[src/hw/psag_consts.vh]
// Constants for the program space address generator: widths, field positions,
// access-kind codes and reset values.
// Assumes inclusion by bare name from design files under hw/.
//
// Operation
// Program addresses are 24 bits wide and are built from 16-bit data-side operands.
// A table access places the 8-bit table page above the full 16-bit effective address.
// During a table access, address bit 23 picks user memory at 0 and configuration at 1.
// A visibility access joins the 8-bit visibility page with the low 15 address bits.
// A visibility access always clears program address bit 23 so it reaches user memory only.
// A visibility access takes address bit 15 from visibility page bit 0, not the address.
// An instruction fetch uses a clear bit 23, counter bits 22 to 1 and a clear bit 0.
// The lowest bit of a generated program word address is always zero.
// Table accesses are accepted at any byte address, aligned or not.
// Table reads into configuration memory are carried out.
// Visibility accesses are read-only and return only the low 16-bit word.
// Table accesses can reach every byte of a program word, including the upper byte.
// Data is redirected to program space only when address bit 15 and control bit 2 are set.
// No table write is performed when the page selects configuration memory.
// Visibility remapping is suspended while a table access is in progress.
// A high-half table read returns zero in bits 15 to 8, and the phantom byte reads zero.
// Without a table access or visibility hit, the data access goes to data memory untouched; the code drops it when fetch_req is also set.
`ifndef PSAG_CONSTS_VH
`define PSAG_CONSTS_VH

`define PSAG_PADDR_W       24
`define PSAG_DATA_W        16
`define PSAG_PAGE_W        8
`define PSAG_WORD_W        24
`define PSAG_CFG_BIT       23
`define PSAG_EA_MSB        15
`define PSAG_CTRL_WIN_BIT  2

`define PSAG_KIND_NONE     3'h0
`define PSAG_KIND_FETCH    3'h1
`define PSAG_KIND_TABLE    3'h2
`define PSAG_KIND_WINDOW   3'h3
`define PSAG_KIND_DATA     3'h4

`define PSAG_RST_ADDR      24'h000000
`define PSAG_RST_DATA      16'h0000

`endif

[src/hw/psag_top.v]
// Program space address generator: picks the access kind for each request,
// registers the program address and strobes, and shapes read data back.
// Assumes the core presents requests for one cycle with stable operands and that
// the program memory returns a 24-bit word combinationally on mem_rdata.
`timescale 1ns/10ps
`default_nettype none
`include "psag_consts.vh"

module psag_top (
  // Clock, reset and the enable that freezes every register.
  input  wire                         clock,
  input  wire                         rst_b,
  input  wire                         clk_en,
  // Core requests and operands, all from logic on this clock.
  input  wire                         fetch_req,
  input  wire [`PSAG_PADDR_W-1:0]     program_counter,
  input  wire                         table_read_op,
  input  wire                         table_write_op,
  input  wire                         table_high_sel,
  input  wire                         table_byte_mode,
  input  wire                         data_req,
  input  wire                         data_we,
  input  wire [`PSAG_DATA_W-1:0]      effective_address,
  input  wire [`PSAG_DATA_W-1:0]      cpu_control_register,
  input  wire [`PSAG_PAGE_W-1:0]      table_page_select,
  input  wire [`PSAG_PAGE_W-1:0]      visibility_page_select,
  input  wire [`PSAG_DATA_W-1:0]      table_wdata,
  // Word returned by the program memory for the registered address.
  input  wire [`PSAG_WORD_W-1:0]      mem_rdata,
  // Registered strobes, addresses and read data toward the memories and the core.
  output reg  [`PSAG_PADDR_W-1:0]     pm_addr_ff,
  output reg                          pm_rd_ff,
  output reg                          pm_wr_ff,
  output reg                          pm_wr_high_ff,
  output reg  [`PSAG_DATA_W-1:0]      pm_wdata_ff,
  output reg                          pm_cfg_space_ff,
  output reg                          dm_sel_ff,
  output reg  [`PSAG_DATA_W-1:0]      dm_addr_ff,
  output reg                          dm_we_ff,
  output reg                          window_hit_ff,
  output reg                          window_wr_blocked_ff,
  output reg                          table_wr_blocked_ff,
  output reg  [`PSAG_DATA_W-1:0]      rdata_ff,
  output reg                          rdata_valid_ff
);

  wire                       table_active;
  wire                       win_enable;
  wire                       win_hit;
  wire                       cfg_page;
  reg  [2:0]                 kind;
  wire [`PSAG_PADDR_W-1:0]   paddr;
  reg                        pend_rd_ff;
  reg                        pend_high_ff;
  reg                        pend_byte_ff;
  reg                        pend_bsel_ff;
  // Next values of the request stage, one for each registered output.
  reg  [`PSAG_PADDR_W-1:0]   nxt_pm_addr;
  reg                        nxt_pm_rd;
  reg                        nxt_pm_wr;
  reg                        nxt_pm_wr_high;
  reg  [`PSAG_DATA_W-1:0]    nxt_pm_wdata;
  reg                        nxt_pm_cfg_space;
  reg                        nxt_dm_sel;
  reg  [`PSAG_DATA_W-1:0]    nxt_dm_addr;
  reg                        nxt_dm_we;
  reg                        nxt_window_hit;
  reg                        nxt_window_wr_blocked;
  reg                        nxt_table_wr_blocked;
  reg                        nxt_pend_rd;
  reg                        nxt_pend_high;
  reg                        nxt_pend_byte;
  reg                        nxt_pend_bsel;
  // Next values of the data stage.
  reg  [`PSAG_DATA_W-1:0]    nxt_rdata;
  reg                        nxt_rdata_valid;
  // Kind flags, each true for exactly one access kind.
  wire                       is_fetch;
  wire                       is_table;
  wire                       is_window;
  wire                       is_data;
  wire                       table_rd;
  wire                       table_wr;
  wire                       user_table_wr;

  // Table access holds off the window so the two never fight for the array.
  assign table_active = table_read_op | table_write_op;
  assign win_enable   = cpu_control_register[`PSAG_CTRL_WIN_BIT];
  // Both the top address bit and the control enable are needed for a remap.
  assign win_hit  = data_req & effective_address[`PSAG_EA_MSB] & win_enable & ~table_active;
  assign cfg_page = table_page_select[`PSAG_PAGE_W-1];

  // A one-hot view of the chosen kind keeps the strobe equations short.
  assign is_fetch      = (kind == `PSAG_KIND_FETCH);
  assign is_table      = (kind == `PSAG_KIND_TABLE);
  assign is_window     = (kind == `PSAG_KIND_WINDOW);
  assign is_data       = (kind == `PSAG_KIND_DATA);
  // Table qualifiers; a write aimed at configuration space never gets through.
  assign table_rd      = is_table & table_read_op;
  assign table_wr      = is_table & table_write_op;
  assign user_table_wr = table_wr & ~cfg_page;

  // Kind priority: table, then fetch, then window, then plain data.
  always @* begin
    if (table_active) begin
      kind = `PSAG_KIND_TABLE;
    end else if (fetch_req) begin
      kind = `PSAG_KIND_FETCH;
    end else if (win_hit) begin
      kind = `PSAG_KIND_WINDOW;
    end else if (data_req) begin
      kind = `PSAG_KIND_DATA;
    end else begin
      kind = `PSAG_KIND_NONE;
    end
  end

  psag_addr_form u_form (
    .kind                   (kind),
    .table_page_select      (table_page_select),
    .visibility_page_select (visibility_page_select),
    .effective_address      (effective_address),
    .program_counter        (program_counter),
    .paddr                  (paddr)
  );

  // Selects the low or high byte of a 16-bit value into the low byte, upper byte zero.
  function [`PSAG_DATA_W-1:0] byte_pick;
    input [`PSAG_DATA_W-1:0] word;
    input                    upper;
    begin
      byte_pick = upper ? {8'h00, word[15:8]} : {8'h00, word[7:0]};
    end
  endfunction

  // High-half read: word mode puts the byte under a zero phantom byte, and byte
  // mode returns zero when the phantom byte is selected. Taking the mode flags as
  // arguments keeps the function free of hidden reads of module state.
  function [`PSAG_DATA_W-1:0] high_pick;
    input [7:0] hb;
    input       byte_mode;
    input       bsel;
    begin
      if (byte_mode && bsel) begin
        high_pick = `PSAG_RST_DATA;
      end else begin
        high_pick = {8'h00, hb};
      end
    end
  endfunction

  // Request-stage next values, worked out from the chosen kind in every cycle.
  always @* begin
    nxt_pm_addr           = paddr;
    nxt_pm_cfg_space      = is_table & cfg_page;
    nxt_pm_wdata          = table_wdata;
    // Reads into configuration space go ahead like any table read.
    // Fetches also read the array but return nothing through the data port.
    nxt_pm_rd             = is_fetch | table_rd | (is_window & ~data_we);
    // Configuration space is read-only to table writes.
    nxt_pm_wr             = user_table_wr;
    nxt_pm_wr_high        = user_table_wr & table_high_sel;
    nxt_table_wr_blocked  = table_wr & cfg_page;
    nxt_window_hit        = is_window;
    // The window never writes program memory; a write there is dropped.
    nxt_window_wr_blocked = is_window & data_we;
    nxt_dm_sel            = is_data;
    nxt_dm_addr           = effective_address;
    nxt_dm_we             = is_data & data_we;
    // Only reads that hand data back to the core wait for the data stage.
    nxt_pend_rd           = table_rd | (is_window & ~data_we);
    nxt_pend_high         = is_table & table_high_sel;
    nxt_pend_byte         = is_table & table_byte_mode;
    nxt_pend_bsel         = effective_address[0];
  end

  // Program-memory side of the request stage. Holding everything while clk_en is
  // low keeps a stalled access exactly as the core presented it.
  always @(posedge clock) begin
    if (!rst_b) begin
      pm_addr_ff      <= `PSAG_RST_ADDR;
      pm_rd_ff        <= 1'b0;
      pm_wr_ff        <= 1'b0;
      pm_wr_high_ff   <= 1'b0;
      pm_wdata_ff     <= `PSAG_RST_DATA;
      pm_cfg_space_ff <= 1'b0;
    end else if (clk_en) begin
      pm_addr_ff      <= nxt_pm_addr;
      pm_rd_ff        <= nxt_pm_rd;
      pm_wr_ff        <= nxt_pm_wr;
      pm_wr_high_ff   <= nxt_pm_wr_high;
      pm_wdata_ff     <= nxt_pm_wdata;
      pm_cfg_space_ff <= nxt_pm_cfg_space;
    end
  end

  // Data-memory and status side of the request stage.
  always @(posedge clock) begin
    if (!rst_b) begin
      dm_sel_ff            <= 1'b0;
      dm_addr_ff           <= `PSAG_RST_DATA;
      dm_we_ff             <= 1'b0;
      window_hit_ff        <= 1'b0;
      window_wr_blocked_ff <= 1'b0;
      table_wr_blocked_ff  <= 1'b0;
    end else if (clk_en) begin
      dm_sel_ff            <= nxt_dm_sel;
      dm_addr_ff           <= nxt_dm_addr;
      dm_we_ff             <= nxt_dm_we;
      window_hit_ff        <= nxt_window_hit;
      window_wr_blocked_ff <= nxt_window_wr_blocked;
      table_wr_blocked_ff  <= nxt_table_wr_blocked;
    end
  end

  // Pending-read bookkeeping that tells the data stage how to shape the word.
  always @(posedge clock) begin
    if (!rst_b) begin
      pend_rd_ff   <= 1'b0;
      pend_high_ff <= 1'b0;
      pend_byte_ff <= 1'b0;
      pend_bsel_ff <= 1'b0;
    end else if (clk_en) begin
      pend_rd_ff   <= nxt_pend_rd;
      pend_high_ff <= nxt_pend_high;
      pend_byte_ff <= nxt_pend_byte;
      pend_bsel_ff <= nxt_pend_bsel;
    end
  end

  // Data-stage next values: the array word seen one enabled edge after its address.
  always @* begin
    nxt_rdata_valid = pend_rd_ff;
    nxt_rdata       = rdata_ff;
    if (pend_rd_ff) begin
      if (pend_high_ff) begin
        nxt_rdata = high_pick(mem_rdata[23:16], pend_byte_ff, pend_bsel_ff);
      end else if (pend_byte_ff) begin
        nxt_rdata = byte_pick(mem_rdata[15:0], pend_bsel_ff);
      end else begin
        nxt_rdata = mem_rdata[15:0];
      end
    end
  end

  // Data stage; read data holds until the next pending read replaces it.
  always @(posedge clock) begin
    if (!rst_b) begin
      rdata_ff       <= `PSAG_RST_DATA;
      rdata_valid_ff <= 1'b0;
    end else if (clk_en) begin
      rdata_ff       <= nxt_rdata;
      rdata_valid_ff <= nxt_rdata_valid;
    end
  end

endmodule // psag_top

`default_nettype wire

[src/hw/psag_addr_form.v]
// Combinational address former: builds the program address for one access kind.
// Assumes the caller has already chosen the kind and qualifies the result.
`timescale 1ns/10ps
`default_nettype none
`include "psag_consts.vh"

module psag_addr_form (
  input  wire [2:0]                   kind,
  input  wire [`PSAG_PAGE_W-1:0]      table_page_select,
  input  wire [`PSAG_PAGE_W-1:0]      visibility_page_select,
  input  wire [`PSAG_DATA_W-1:0]      effective_address,
  input  wire [`PSAG_PADDR_W-1:0]     program_counter,
  output reg  [`PSAG_PADDR_W-1:0]     paddr
);

  // One address per kind; unused kinds park on zero so nothing random leaks out.
  always @* begin
    case (kind)
      `PSAG_KIND_FETCH: begin
        paddr = {1'b0, program_counter[22:1], 1'b0};
      end
      `PSAG_KIND_TABLE: begin
        // Page over the whole address; bit 0 kept as the byte select.
        paddr = {table_page_select, effective_address};
      end
      `PSAG_KIND_WINDOW: begin
        // Address bit 15 is dropped and page bit 0 lands on bit 15.
        // Bit 0 stays clear so the window reads whole aligned words.
        paddr = {1'b0, visibility_page_select, effective_address[14:1], 1'b0};
      end
      default: begin
        paddr = `PSAG_RST_ADDR;
      end
    endcase
  end

endmodule // psag_addr_form

`default_nettype wire

[config.mk]
export PLATFORM = sky130hd
export DESIGN_NAME = psag_top
export DESIGN_NICKNAME = d
export VERILOG_FILES = /design/src/hw/psag_top.v /design/src/hw/psag_addr_form.v
export VERILOG_INCLUDE_DIRS = /design/src /design/src/hw
export SDC_FILE = /design/constraint.sdc
export NUM_CORES = 1
export LEC_CHECK = 0
export ABC_AREA = 1
export BUFFER_PORTS_ARGS = -buffer_cell sky130_fd_sc_hd__buf_2
export CORE_MARGIN = 3
export CORE_UTILIZATION = 40
export CTS_BUF_LIST = sky130_fd_sc_hd__clkbuf_16
export DETAILED_ROUTE_END_ITERATION = 12
export GPL_ROUTABILITY_DRIVEN = 0
export MAX_ROUTING_LAYER = met4
export PLACE_DENSITY = 0.71
export SYNTH_ARGS = -nofsm -noshare
export SYNTH_HDL_FRONTEND = slang
export SYNTH_SLANG_ARGS = --single-unit
[constraint.sdc]
create_clock -name clock -period 2.7 [get_ports clock]
set_clock_uncertainty 0.05 [all_clocks]
set_input_delay 0.405 -clock clock [delete_from_list [all_inputs] [get_ports clock]]
set_output_delay 0.405 -clock clock [all_outputs]
set_load 0.01 [all_outputs]
Word level (Yosys, flattened, before mapping)
Cells that the tools add are included.

Bits in registers: 86. Word-level logic and storage cells: 54.

Eq/ne operators: 4. Multiplexer cells: 9. Bitwise operators: 21. Reduce and logical (&&, ||, !) cells: 2.

Operators by type and width (number): 24-bit one-hot mux with 3 select lines (1); 16-bit two-way mux (2); 8-bit two-way mux (2); 1-bit bitwise AND (14); 3-bit two-way mux (4); 3-bit by 2-bit equality test with 1-bit output (second input constant) (2); 1-bit OR (4); 3-bit by 1-bit equality test with 1-bit output (second input constant) (1); 3-bit equality test (second input constant) (1); 1-bit NOT (3); 2-bit AND reduction (1); 1-bit logical AND (1).

Longest topological paths before layout
Depth after elaboration: 10. Gate-level depth with buffers: 10.

Hierarchy
From an unflattened synthesis, not the netlist that was laid out.

Cells, all modules: 510. Area total of the unflattened synthesis: 3679.8 um2.

By module, submodules not included: psag_top (times used 1, cells an instance 419, area an instance 3213.1 um2, sequential area each 1701.6 um2); psag_addr_form (times used 1, cells an instance 91, area an instance 466.7 um2, sequential area each 0.0 um2).

Worst setup path after synthesis
Ideal clock, no wire load.

Path type: input to register. Start point: input fetch_req. End point: register pm_addr_ff[11]. Arrival: 1.165 ns. Data required time: 2.579 ns. Slack: 1.414 ns. Stages on the path: 8. Buffers on the path: 2. Cells stage by stage: buf_6 -> inv_1 -> nor2_4 -> buf_4 -> nand2_1 -> nand3_2 -> nand2_2 -> a21oi_2.

Longest elaborated chain between the ends: 4. Elaborated cells between the ends (all ways): 6.

Ends and longest elaborated chain: start, declared (RTL line psag_top.v:15) `input wire fetch_req,`; 3-bit two-way mux (*) (RTL line psag_top.v:107) `end else if (fetch_req) begin`; 3-bit two-way mux (*) (RTL line psag_top.v:105) `if (table_active) begin`; 3-bit by 2-bit equality test with 1-bit output / 3-bit by 1-bit equality test with 1-bit output (equally long branches) (RTL line psag_addr_form.v:18) `case (kind)`; 24-bit one-hot mux with 3 select lines (*) (RTL line psag_addr_form.v:18); end signal, assigned (RTL line psag_top.v:181) `` pm_addr_ff <= `PSAG_RST_ADDR; ``; end signal, assigned (RTL line psag_top.v:188) `pm_addr_ff <= nxt_pm_addr;`; end, declared (RTL line psag_top.v:31) `` output reg [`PSAG_PADDR_W-1:0] pm_addr_ff, ``.

Mark *: on every way between the ends. The rest lies on a longest branch, timed or not. A chain may end at the register's enable or synchronous reset.

Worst setup path in the final report
Start point: input clk_en. End point: register rdata_ff[6].

Longest elaborated chain between the ends: 1.

Ends and longest elaborated chain: start, declared (RTL line psag_top.v:13) `input wire clk_en,`; 2-bit AND reduction (no source line); end signal, assigned (RTL line psag_top.v:249) `` rdata_ff <= `PSAG_RST_DATA; ``; end signal, assigned (RTL line psag_top.v:252) `rdata_ff <= nxt_rdata;`; end, declared (RTL line psag_top.v:43) `` output reg [`PSAG_DATA_W-1:0] rdata_ff, ``.

No other way between the ends.

==> impl_results.md <==
* Outcome: completed
* Global-route wire length before repair at 19.4 mm
* Hold path cells at 3
* Ys flop type: dfxtp_1
* RSZ-0062 raised after global routing: false
* Vias at 4084
* Final hold violations at 0
* Worst-path cell chain: buf_2 > nand2_2 > inv_1 > o21ai_0 > a21oi_1
* Total track usage at 21.6%
* Worst-case clock buffer depth at 2
* Worst path bufs/invs at 2
* Post-CTS Setup Bufs at 0
* Worst Tran Pin Value at 734 ps
* Synth Instances at 527
* Clk sinks at 85
* FILL cells at 949
* Top cells by area, synth: dfxtp_1 42%, nand2_1 10%, nand3_2 8.0%, nor2_1 7.8%, o21ai_0 6.6%
* Worst path slowest cell: buf_2
* Post-synth EDFFs at 0
* Max stage delay on crit path at 440 ps
* Grt ovf at 0
* Initial antenna violation count at 1
* Post-route total power at 3.17 mW
* Synth unique cells at 28
* Setup violations, final at 0
* Post-layout net count at 815
* Initial Util at 42.3%
* CP top delay family: buffers and inverters
* Core ar. at 9500 µm²
* Synth area leader: dfxtp_1
* Worst endpoint required time at 2910 ps
* Static leakage at 2.56 nW
* Max Fclk at 566 MHz
* Syn_nets at 649
* Max-cap violation count at 0
* Clk_lat worst skew at 330 ps
* Largest family of logic cells by synthesized area: simple AND/OR/NAND/NOR gates
* Top-count cell post-synth: nand2_1
* CTS tree: done
* Final period util at 65.5%
* Crit end category: flop
* Width of the die at 106 µm
* # IOs at 204
* Synth cell count leaders: 110 x nand2_1, 85 x dfxtp_1, 84 x nor2_1, 53 x o21ai_0, 32 x nand3_2
* Chip height at 106 µm
* Layout cells sized above 1 at 40.4%
* Rows at 35
* Synth-to-layout area growth at 30.3%
* Startpoint Class: input port
* IO Port Bufs at 186
* Seq cells post-synth at 85
* DR pass1 iterations at 4
* CTS buffer count at 9
* Vias per inst at 4.93
* Hold Path Class: input port to flop
* HPWL after DPL at 8.73 mm
* Post-CTS Resized at 0
* VDD IR max at 0.318 mV
* Syn_area_per_cell at 7.63 µm²
* Mux share of post-synthesis cell area at 0%
* DRT antenna net count at 0
* Synth Area in Compound Gates at 16.3%
* Synth Warn # at 0
* Cell Pwr Density at 606 nW/µm²
* Worst-path fanout max at 33
* Post-CTS Hold Fix Bufs at 0
* Levels on crit path at 5
* H-tree depth at 3
* Yosys top cell area share at 42.3%
* WS Path Type: input port to flop
* CP arrival at 1970 ps
* Setup TNS at 0 ps
* Avg WL per Cell at 14.5 µm
* Sequential area share after synthesis at 42.3%
* Synth Area in Simple Gates at 32.9%
* Fin crit period at 1770 ps
* DRT iter0 DRCs at 267
* DRC violations left at 0
* Synthesized area at 4020 µm²
* Largest net degree at the start of global routing at 43
* Detailed Route WL at 12.0 mm
* R2R cell count at 4
* Ys async rst share at 0%
* Worst slew margin at 50.7%
* Vias in the first global route at 4013
* Post-Synth XOR/XNOR Area at 0%
* Post-synthesis adder-cell area fraction at 0%
* Clock root cell: clkbuf_16
* Worst-path clk slew at 70 ps
* Die area at 11300 µm²
* Pins Over Slew Limit at 0
==> through the flow <==
stage / instance area, µm² / hold WS [ps] / instances / util, % / worst slack, ps
after floorplan: 4020 / 403 / 527 / - / 1410
after global placement: 4910 / 401 / 811 / 51.7 / 713
after detailed placement: 4910 / 407 / 811 / 51.7 / 628
after CTS: 5240 / 238 / 827 / 55.1 / 965
after global routing: 5240 / 260 / 828 / 55.1 / 683
final: 5240 / 244 / 828 / 55.1 / 932
==> metal layers <==
| metal | global-route usage (%) | vias to the layer above | share of wire (%) | routed length (µm) |
|---|---|---|---|---|
| li1 | - | 2054 | - | - |
| met1 | 27.8 | 1871 | 44 | 5310 |
| met2 | 35.0 | 134 | 48 | 5800 |
| met3 | 2.43 | 25 | 4.8 | 580 |
| met4 | 8.51 | 0 | 2.5 | 301 |
| met5 | - | - | 0 | 0 |
==> final cells by class <==
cell class                      instances  area [µm²]  share of cell area [%]
Multi-Input combinational cell        384        1980                    37.8
Sequential cell                        85        1700                    32.5
Timing Repair Buffer                  193         996                    19.0
Clock buffer                            9         225                    4.30
Tap cell                              129         161                    3.08
Clock inverter                          7        97.6                    1.86
Inverter                               20        75.1                    1.43
Antenna cell                            1        2.50                  0.0478
==> power by group <==
group	switching, mW	total [mW]	internal, mW
Sequential	0.0390	1.36	1.33
Clock	0.524	1.34	0.818
Combinational	0.280	0.467	0.186
Total	0.844	3.17	2.33
==> cells by family (layout without fill, tap and decap cells) <==
logic type,Yosys count,after routing
and+or+nand+nor,270,270
DFF,85,85
other,0,1
AOI/OAI and AO/OA,114,114
buffers and inverters,58,229
==> path summary, 6_finish.rpt <==
| path | start | end | slack [ps] |
|---|---|---|---|
| max | clk_en | rdata_ff[6]$_SDFFE_PN0P_ | 930 |
| min reg2reg | pm_addr_ff[1]$_SDFFE_PN0P_ | pm_addr_ff[1]$_SDFFE_PN0P_ | 410 |
| min | table_wdata[1] | pm_wdata_ff[1]$_SDFFE_PN0P_ | 240 |
| max reg2reg | dm_addr_ff[0]$_SDFFE_PN0P_ | rdata_ff[5]$_SDFFE_PN0P_ | 1190 |
==> tightest hold or removal path, delay by kind of cell <==
kind	cells	cell delay, ps
buffers and inverters	1	70
and+or+nand+nor	2	110
==> registers in the layout, summed over array words and instances (netlist names), 16 cells and up <==
| name | count |
|---|---|
| rdata_ff | 16 |
| pm_wdata_ff | 16 |
| pm_addr_ff | 24 |
| dm_addr_ff | 16 |
==> placed cells by master (no fill, tap or decap), types with 2 or more instances in the layout <==
cell       count
o21ai_0       53
nand2_1      110
clkinv_1       2
nand3_1       24
nand2_2       13
buf_2        186
inv_2          3
dfxtp_1       85
bufinv_16      2
nor2_1        84
a21oi_2       20
buf_4          6
nor2_2         2
nand3_2       32
a31oi_1        9
inv_1         16
clkbuf_16      9
a21oi_1       31
Power figures use the tool's default switching activity.
